<file path="src/rtl/serial_config_defs.vh">
// Purpose: Constants for the serial configuration port and register bank
// Assumes: 24-bit frames, msb first, 8-bit registers
// Notes: Offsets are 12-bit header addresses
// Function
// - Bits accepted only while select is low
// - Data sampled on each serial clock rise
// - Frame commits on every 24th rise
// - Partial frame dropped when select rises
// - Back-to-back frames each independent access
// - Any serial rate up to 12 MHz
// - Read flag set means no write
// - Read data launched on falling edges
// - Power-down waits for running sampling clock
// - Works with defaults, pins control power
// - Power-up defaults give documented configuration
// - Averaging combines both channel samples
// - Average goes to lane A or filter A
// - Soft reset bit restores defaults, self-clears
`ifndef SERIAL_CONFIG_DEFS_VH
`define SERIAL_CONFIG_DEFS_VH
`define FRAME_BITS 24
`define HDR_BITS 16
`define ADDR_SOFT_RESET 12'h000
`define ADDR_IFACE_SEL 12'h007
`define ADDR_BLOCK_PDN 12'h008
`define ADDR_LANE_PDN 12'h009
`define ADDR_PDN_MASK 12'h00D
`define ADDR_SYNC_REF 12'h00E
`define ADDR_INPUT_AZ 12'h011
`define ADDR_FUSE_LOAD 12'h013
`define ADDR_PAT_LOW 12'h014
`define ADDR_PAT_MID 12'h015
`define ADDR_PAT_SEL 12'h016
`define ADDR_FRAME_CLK 12'h019
`define ADDR_SWING 12'h01A
`define ADDR_RESOLUTION 12'h01B
`define ADDR_LANE_DELAY 12'h01E
`define ADDR_FRAME_PAT 12'h020
`define ADDR_AVG_CTRL 12'h024
`define BIT_SOFT_RESET 0
`define BIT_GLOBAL_PDN 0
`define BIT_AVG_ENABLE 5
`define BIT_AVG_TO_FILTER 4
`define REG_RESET_VAL 8'h00
`define CLK_TIMEOUT_CYC 8'h10
`endif

</file>
<file path="src/rtl/edge_sync.v">
// Purpose: Two-stage synchroniser with rise and fall pulses
// Assumes: Input is asynchronous to i_clk
// Notes: First stage feeds only the second stage
`timescale 1ns/1ps
module edge_sync #(
    // Idle level of the pin, so that release of reset shows no false edge
    parameter [0:0] RESET_LEVEL = 1'b1
) (
    input wire i_clk,
    input wire i_resetn,
    input wire i_ce,
    input wire i_async,
    output wire o_level,
    output wire o_rise,
    output wire o_fall
);
    reg meta_q;
    reg sync_q;
    reg last_q;
    always @(posedge i_clk) begin
        if (!i_resetn) begin
            meta_q <= RESET_LEVEL;
            sync_q <= RESET_LEVEL;
            last_q <= RESET_LEVEL;
        end else if (i_ce) begin
            meta_q <= i_async;
            sync_q <= meta_q;
            last_q <= sync_q;
        end
    end
    assign o_level = sync_q;
    assign o_rise = sync_q & ~last_q;
    assign o_fall = ~sync_q & last_q;
endmodule

</file>
<file path="src/rtl/channel_average.v">
// Purpose: Sample-by-sample average of two channel results
// Assumes: Both samples share one valid strobe
// Notes: Sum is widened one bit so the halving never overflows
`timescale 1ns/1ps
module channel_average #(
    parameter WIDTH = 16
) (
    input wire i_clk,
    input wire i_resetn,
    input wire i_ce,
    input wire i_enable,
    input wire i_to_filter,
    input wire i_valid,
    input wire [WIDTH-1:0] i_sample_a,
    input wire [WIDTH-1:0] i_sample_b,
    output reg [WIDTH-1:0] o_lane_a,
    output reg [WIDTH-1:0] o_lane_b,
    output reg [WIDTH-1:0] o_filter_a,
    output reg [WIDTH-1:0] o_filter_b,
    output reg o_valid
);
    wire [WIDTH:0] sum;
    wire [WIDTH-1:0] avg;
    // Signed sum, two's complement samples
    assign sum = {i_sample_a[WIDTH-1], i_sample_a} + {i_sample_b[WIDTH-1], i_sample_b};
    assign avg = sum[WIDTH:1];
    always @(posedge i_clk) begin
        if (!i_resetn) begin
            o_lane_a <= {WIDTH{1'b0}};
            o_lane_b <= {WIDTH{1'b0}};
            o_filter_a <= {WIDTH{1'b0}};
            o_filter_b <= {WIDTH{1'b0}};
            o_valid <= 1'b0;
        end else if (i_ce) begin
            o_valid <= i_valid;
            if (i_valid) begin
                o_lane_b <= i_sample_b;
                o_filter_b <= i_sample_b;
                if (i_enable && !i_to_filter) begin
                    o_lane_a <= avg;
                    o_filter_a <= i_sample_a;
                end else if (i_enable) begin
                    o_lane_a <= i_sample_a;
                    o_filter_a <= avg;
                end else begin
                    o_lane_a <= i_sample_a;
                    o_filter_a <= i_sample_a;
                end
            end
        end
    end
endmodule

</file>
<file path="src/rtl/serial_config_port.v">
// Purpose: Three-wire serial configuration port with register bank
// Assumes: i_clk at 50 MHz, serial clock at most 12 MHz
// Notes: Serial pins are oversampled; data pin output enable is active low
`timescale 1ns/1ps
`include "serial_config_defs.vh"
module serial_config_port #(
    parameter WIDTH = 16
) (
    input wire i_clk,
    input wire i_resetn,
    input wire i_ce,
    input wire i_serial_select_n,
    input wire i_serial_clk,
    input wire i_serial_data,
    output reg o_serial_data,
    output reg o_serial_data_oe_n,
    input wire i_powerdown_sync_pin,
    input wire i_reference_select_pin,
    input wire i_sample_clk,
    input wire i_sample_valid,
    input wire [WIDTH-1:0] i_sample_a,
    input wire [WIDTH-1:0] i_sample_b,
    output wire [WIDTH-1:0] o_lane_a,
    output wire [WIDTH-1:0] o_lane_b,
    output wire [WIDTH-1:0] o_filter_a,
    output wire [WIDTH-1:0] o_filter_b,
    output wire o_out_valid,
    output reg o_powerdown,
    output reg o_internal_reference,
    output reg o_filter_enable,
    output reg o_offset_binary,
    output reg [7:0] o_iface_mapping,
    output reg o_fuse_load_cmd
);
    wire sel_lvl;
    wire sel_rise;
    wire sck_rise;
    wire sck_fall;
    wire sdi_lvl;
    wire smp_rise;
    edge_sync u_sel (
        .i_clk(i_clk),
        .i_resetn(i_resetn),
        .i_ce(i_ce),
        .i_async(i_serial_select_n),
        .o_level(sel_lvl),
        .o_rise(sel_rise),
        .o_fall()
    );
    // Serial clock idles low; each phase must last about two system clocks
    edge_sync #(
        .RESET_LEVEL(1'b0)
    ) u_sck (
        .i_clk(i_clk),
        .i_resetn(i_resetn),
        .i_ce(i_ce),
        .i_async(i_serial_clk),
        .o_level(),
        .o_rise(sck_rise),
        .o_fall(sck_fall)
    );
    edge_sync u_sdi (
        .i_clk(i_clk),
        .i_resetn(i_resetn),
        .i_ce(i_ce),
        .i_async(i_serial_data),
        .o_level(sdi_lvl),
        .o_rise(),
        .o_fall()
    );
    edge_sync #(
        .RESET_LEVEL(1'b0)
    ) u_smp (
        .i_clk(i_clk),
        .i_resetn(i_resetn),
        .i_ce(i_ce),
        .i_async(i_sample_clk),
        .o_level(),
        .o_rise(smp_rise),
        .o_fall()
    );
    wire pdn_pin;
    wire ref_pin;
    reg pdn_m_q;
    reg pdn_s_q;
    reg ref_m_q;
    reg ref_s_q;
    always @(posedge i_clk) begin
        if (!i_resetn) begin
            pdn_m_q <= 1'b0;
            pdn_s_q <= 1'b0;
            ref_m_q <= 1'b1;
            ref_s_q <= 1'b1;
        end else if (i_ce) begin
            pdn_m_q <= i_powerdown_sync_pin;
            pdn_s_q <= pdn_m_q;
            ref_m_q <= i_reference_select_pin;
            ref_s_q <= ref_m_q;
        end
    end
    assign pdn_pin = pdn_s_q;
    assign ref_pin = ref_s_q;

    // Frame receiver
    localparam [4:0] LAST_BIT = `FRAME_BITS - 1;
    localparam [4:0] HDR_LAST = `HDR_BITS - 1;
    reg [4:0] cnt_q;
    reg [22:0] shf_q;
    reg rd_q;
    reg [7:0] rd_data_q;
    reg [2:0] rd_idx_q;
    wire active;
    wire bit_take;
    wire frame_done;
    wire [23:0] frame;
    wire [11:0] f_addr;
    wire [7:0] f_data;
    wire f_read;
    wire hdr_done;
    assign active = !sel_lvl;
    assign bit_take = active && sck_rise;
    assign frame_done = bit_take && (cnt_q == LAST_BIT);
    assign frame = {shf_q, sdi_lvl};
    assign f_addr = frame[19:8];
    assign f_data = frame[7:0];
    assign f_read = frame[23];
    assign hdr_done = bit_take && (cnt_q == HDR_LAST);

    // Register bank
    reg [7:0] regs_q [0:16];
    reg wr_en;
    reg [4:0] wr_idx;
    reg soft_rst_q;
    integer k;
    always @* begin
        wr_idx = 5'd0;
        wr_en = 1'b1;
        case (f_addr)
            `ADDR_SOFT_RESET: wr_idx = 5'd0;
            `ADDR_IFACE_SEL: wr_idx = 5'd1;
            `ADDR_BLOCK_PDN: wr_idx = 5'd2;
            `ADDR_LANE_PDN: wr_idx = 5'd3;
            `ADDR_PDN_MASK: wr_idx = 5'd4;
            `ADDR_SYNC_REF: wr_idx = 5'd5;
            `ADDR_INPUT_AZ: wr_idx = 5'd6;
            `ADDR_FUSE_LOAD: wr_idx = 5'd7;
            `ADDR_PAT_LOW: wr_idx = 5'd8;
            `ADDR_PAT_MID: wr_idx = 5'd9;
            `ADDR_PAT_SEL: wr_idx = 5'd10;
            `ADDR_FRAME_CLK: wr_idx = 5'd11;
            `ADDR_SWING: wr_idx = 5'd12;
            `ADDR_RESOLUTION: wr_idx = 5'd13;
            `ADDR_LANE_DELAY: wr_idx = 5'd14;
            `ADDR_FRAME_PAT: wr_idx = 5'd15;
            `ADDR_AVG_CTRL: wr_idx = 5'd16;
            default: wr_en = 1'b0;
        endcase
    end
    // Address decode uses the header bits still in the shifter at bit 16
    wire [11:0] hdr_addr;
    assign hdr_addr = {shf_q[10:0], sdi_lvl};

    always @(posedge i_clk) begin
        if (!i_resetn) begin
            cnt_q <= 5'd0;
            shf_q <= 23'd0;
            soft_rst_q <= 1'b0;
            for (k = 0; k < 17; k = k + 1) begin
                regs_q[k] <= `REG_RESET_VAL;
            end
        end else if (i_ce) begin
            if (soft_rst_q) begin
                soft_rst_q <= 1'b0;
                for (k = 0; k < 17; k = k + 1) begin
                    regs_q[k] <= `REG_RESET_VAL;
                end
            end
            if (sel_rise) begin
                cnt_q <= 5'd0;
            end else if (bit_take) begin
                shf_q <= frame[22:0];
                cnt_q <= frame_done ? 5'd0 : cnt_q + 5'd1;
            end
            if (frame_done && !f_read && wr_en) begin
                if (wr_idx == 5'd0) begin
                    soft_rst_q <= f_data[`BIT_SOFT_RESET];
                end else begin
                    regs_q[wr_idx] <= f_data;
                end
            end
        end
    end

    // Readback shifter; pin released outside the read data phase
    reg [7:0] rd_word;
    always @* begin
        case (hdr_addr)
            `ADDR_SOFT_RESET: rd_word = regs_q[0];
            `ADDR_IFACE_SEL: rd_word = regs_q[1];
            `ADDR_BLOCK_PDN: rd_word = regs_q[2];
            `ADDR_LANE_PDN: rd_word = regs_q[3];
            `ADDR_PDN_MASK: rd_word = regs_q[4];
            `ADDR_SYNC_REF: rd_word = regs_q[5];
            `ADDR_INPUT_AZ: rd_word = regs_q[6];
            `ADDR_FUSE_LOAD: rd_word = regs_q[7];
            `ADDR_PAT_LOW: rd_word = regs_q[8];
            `ADDR_PAT_MID: rd_word = regs_q[9];
            `ADDR_PAT_SEL: rd_word = regs_q[10];
            `ADDR_FRAME_CLK: rd_word = regs_q[11];
            `ADDR_SWING: rd_word = regs_q[12];
            `ADDR_RESOLUTION: rd_word = regs_q[13];
            `ADDR_LANE_DELAY: rd_word = regs_q[14];
            `ADDR_FRAME_PAT: rd_word = regs_q[15];
            `ADDR_AVG_CTRL: rd_word = regs_q[16];
            default: rd_word = 8'h00;
        endcase
    end
    always @(posedge i_clk) begin
        if (!i_resetn) begin
            rd_q <= 1'b0;
            rd_data_q <= 8'h00;
            rd_idx_q <= 3'd7;
            o_serial_data <= 1'b0;
            o_serial_data_oe_n <= 1'b1;
        end else if (i_ce) begin
            if (sel_rise || frame_done || !active) begin
                rd_q <= 1'b0;
                o_serial_data_oe_n <= 1'b1;
            end else if (hdr_done) begin
                rd_q <= shf_q[14];
                rd_data_q <= rd_word;
                rd_idx_q <= 3'd7;
            end else if (rd_q && sck_fall) begin
                o_serial_data <= rd_data_q[rd_idx_q];
                o_serial_data_oe_n <= 1'b0;
                rd_idx_q <= rd_idx_q - 3'd1;
            end
        end
    end

    // Power-down waits for a sampling clock edge; a stopped clock leaves it pending
    wire pdn_req;
    assign pdn_req = pdn_pin | regs_q[2][`BIT_GLOBAL_PDN];
    always @(posedge i_clk) begin
        if (!i_resetn) begin
            o_powerdown <= 1'b0;
            o_internal_reference <= 1'b0;
            o_filter_enable <= 1'b0;
            o_offset_binary <= 1'b0;
            o_iface_mapping <= 8'h00;
            o_fuse_load_cmd <= 1'b0;
        end else if (i_ce) begin
            if (smp_rise) begin
                o_powerdown <= pdn_req;
            end
            o_internal_reference <= !ref_pin | regs_q[5][3];
            o_filter_enable <= regs_q[16][1];
            o_offset_binary <= 1'b0;
            o_iface_mapping <= regs_q[1];
            o_fuse_load_cmd <= regs_q[7][0];
        end
    end

    channel_average #(
        .WIDTH(WIDTH)
    ) u_avg (
        .i_clk(i_clk),
        .i_resetn(i_resetn),
        .i_ce(i_ce),
        .i_enable(regs_q[16][`BIT_AVG_ENABLE]),
        .i_to_filter(regs_q[16][`BIT_AVG_TO_FILTER]),
        .i_valid(i_sample_valid),
        .i_sample_a(i_sample_a),
        .i_sample_b(i_sample_b),
        .o_lane_a(o_lane_a),
        .o_lane_b(o_lane_b),
        .o_filter_a(o_filter_a),
        .o_filter_b(o_filter_b),
        .o_valid(o_out_valid)
    );
endmodule

</file>
<file path="config.mk">
export PLATFORM = sky130hd
export DESIGN_NAME = serial_config_port
export DESIGN_NICKNAME = d
export VERILOG_FILES = /design/src/rtl/edge_sync.v /design/src/rtl/channel_average.v /design/src/rtl/serial_config_port.v
export VERILOG_INCLUDE_DIRS = /design/src /design/src/rtl
export SDC_FILE = /design/constraint.sdc
export NUM_CORES = 1
export LEC_CHECK = 0
export BUFFER_PORTS_ARGS = -buffer_cell sky130_fd_sc_hd__buf_2
export CAP_MARGIN = 5
export CORE_MARGIN = 2
export CORE_UTILIZATION = 35
export CTS_BUF_LIST = sky130_fd_sc_hd__clkbuf_16
export DETAILED_ROUTE_END_ITERATION = 8
export HOLD_SLACK_MARGIN = 0.15
export PLACE_DENSITY = 0.49
export SETUP_SLACK_MARGIN = 0.1
export SLEW_MARGIN = 20
export SYNTH_ARGS = -nofsm -noshare
export SYNTH_HDL_FRONTEND = slang
export SYNTH_SLANG_ARGS = --single-unit
</file>
<file path="constraint.sdc">
create_clock -name i_clk -period 6.4 [get_ports i_clk]
set_input_delay 0.32 -clock i_clk [delete_from_list [all_inputs] [get_ports i_clk]]
set_output_delay 0.32 -clock i_clk [all_outputs]
set_load 0.005 [all_outputs]
</file>
==> results.yml <==
synth:
  synth_area_um2: 12970
  async_reset_ff_share_pct: 0
  synth_seq_cells: 255
  yosysTopAreaCell: "edfxtp_1"
  synth.most_common_cell: "nand2_1"
  synth_edf_count: 136
  synth_cell_type_count: 89
  yosys_most_used_dff: "edfxtp_1"
  synth_area_leaders: "edfxtp_1 31%, dfxtp_1 18%, nand2_1 5.5%"
  ys_warn_count: 0
  avgSynthCellArea_um2: 9.702
  syn_inst: 1337
  yosysTopAreaCellShare_pct: 31.48
  seq_area_frac_synth_pct: 49.85
  synth_commonest_cells: "190 x nand2_1, 145 x nor2_1, 136 x edfxtp_1"
cts:
  numCtsBuffers: 30
  cts_setup_buffers: 0
  root_buffer: "clkbuf_16"
  clock-sinks: 255
  cts_resized: 0
  ctsLongestPathBuffers: 3
  clkTransAtPathRegs_ps: 60
  h-tree-depth: 1
  clk_latency_ps: 590
  cts_tree: "done"
global_route:
  grt_use_met1_pct: 29.41
  antenna_found_initial: 0
  gr-usage-met2_pct: 32.87
  overflow: 0
  grt_max_degree: 64
  busiest_layer: "met2"
  grt.met3_usage_pct: 2.772
  grt_pass1_vias: 9882
  grtUsageTotal_pct: 20.80
  grt_pass1_wl_um: 61620
route:
  viasPerCell: 5.464
  route.detailed.drc: 0
  post_drt_wl_per_cell_um: 20.87
  drt_first_pass_iters: 7
  drtIter0Drc: 858
  wirelength_um: 40370
  antenna_left: 0
  vias: 10570
power_and_ir_drop:
  peakVddDrop_uv: 203.8
  p_leak_nw: 5.428
  power.density_nw_per_um2: 249.3
hold_path:
  min_path_type: "in -> reg"
placement:
  routabilityCongestion: 0.8812
  dpl_cell_area_um2: 13800
  placedCellCount: 1843
  io_buffers: 120
  hpwl_um: 28730
finish:
  drive_gt1_share_pct: 17.33
  insertedDiodeCount: 0
  area_delta_synth_final_pct: 16.36
  nets: 1503
  num-fill-cells: 3596
  layoutNonFillerInstCount: 1934
  design_area_um2: 15090
critical_path:
  worstPathRequired_ps: 6620
  arrival_ps: 3990
  crit_type: "reg -> reg"
  critPathLaunchType: "flop"
  crit_fanout: 36
  end_kind: "flop"
sta:
  rsz0062_at_grt: "false"
  setup_viol: 0
  slew_viol_final: 0
  worst_slew_pin_slew_ps: 1087
  report.final.hold_viol_count: 0
  finalCritPeriodShare_pct: 58.82
  skew_ps: 34.07
  setup_tns_ps: 0
  fmax_mhz: 265.6
  relSlewSlack_pct: 27.54
  period_minus_slack_ps: 3764
flow_run:
  maxCapViolCount: 0
floorplanning:
  die_w_um: 196.5
  core_um2: 36520
  pin_count: 122
  die_area_um2: 38620
  rows: 70
  die_h_um: 196.5
  initial_core_util_pct: 35.52
status:
  outcome: "finished clean"
[cells in the final DEF, fill, tap and decap left out, types with 10 or more instances in the layout]
cell	instances
nand2_1	190
dfxtp_1	119
a22oi_1	17
buf_2	120
and2_1	16
dlygate4sd3_1	35
ha_1	18
nor2b_1	27
nand4_1	13
a211oi_1	14
nor2_1	145
mux2_2	10
buf_4	23
a21oi_1	91
clkbuf_16	32
nor3_1	12
inv_1	28
nor2_4	21
nand3_1	34
o21ai_0	54
mux2i_1	33
edfxtp_1	136
nor2_2	10
o21ai_1	11
o211ai_1	16
nand2b_1	10
a32oi_1	10
[per-layer routing]
| layer | share of wire [%] | up-vias |
|---|---|---|
| li1 | - | 5051 |
| met1 | 46 | 5080 |
| met2 | 45 | 375 |
| met3 | 6.1 | 61 |
| met4 | 3.0 | 0 |
| met5 | 0 | - |
[final cells by class]
type	count	area (um2)	area share [%]
well taps	468	585.6	3.880
repair buffers	178	1124	7.444
clock inverters	24	140.1	0.9285
inverters	22	82.58	0.5471
clock buffers	32	800.8	5.305
flip-flops and latches	255	6466	42.84
multi-input cells	955	5894	39.05
[worst max-delay path, stage by stage (launching register included)]
cell,delay [ps]
dfxtp_1,780
nor2b_1,210
nor3_1,50
a211oi_1,460
o311ai_4,150
or4_2,650
buf_4,380
o21ai_1,680
[kinds of logic (layout without fill, tap and decap cells)]
kind of cell / Yosys count / count (layout) / share of synthesized area (%)
AOI/OAI and AO/OA: 326 / 326 / 17.07
xor gates and xnor gates: 11 / 11 / 0.7427
adders and majority gates: 19 / 19 / 1.891
buffers and inverters: 135 / 256 / 5.026
DFF: 255 / 255 / 49.85
muxes: 45 / 45 / 3.762
other: 1 / 9 / 0.02891
and+or+nand+nor: 545 / 545 / 21.63
[state kept, by name, summed over array words and instances (netlist names), 3 cells and up]
name and flops:
cnt_q 5, shf_q 23, u_avg.o_filter_a 16, u_avg.o_filter_b 16
regs_q 136, o_iface_mapping 8, rd_data_q 8, u_avg.o_lane_a 16
rd_idx_q 3
[where the power goes]
| group | switching, mW | total [mW] | internal [mW] |
|---|---|---|---|
| combinational | 0.187 | 0.309 | 0.122 |
| sequential | 0.0406 | 1.83 | 1.79 |
| clock | 0.716 | 1.62 | 0.904 |
| total | 0.943 | 3.76 | 2.82 |
[metrics by stage]
step | hold WS [ps] | total power, mW | util (%) | setup slack, ps
2_1_floorplan | 410.3 | 2.037 | - | 3365
3_3_place_gp | 429.3 | 2.159 | 37.79 | 2364
3_5_place_dp | 436.1 | 2.159 | 37.79 | 2305
4_1_cts | 161.2 | 3.799 | 41.32 | 2311
5_1_grt | 184.1 | 3.909 | 41.33 | 2320
6_report | 194.5 | 3.763 | 41.33 | 2636
[final timing paths]
path,from,end,slack [ps],depth (start not counted)
max,shf_q[10],regs_q[1][7],2640,7
min,i_sample_a[12],u_avg.o_filter_a[12],190,4
max reg2reg,shf_q[10],regs_q[1][7],2640,7
min reg2reg,rd_data_q[3],rd_data_q[3],440,2
[repair_timing]
| action | in CTS | in global routing |
|---|---|---|
| hold endpoints to repair | 45 | 0 |
| setup endpoints to repair | 0 | 0 |
| hold buffers | 35 | 0 |
Note: power is estimated with default switching activity, not from simulation.
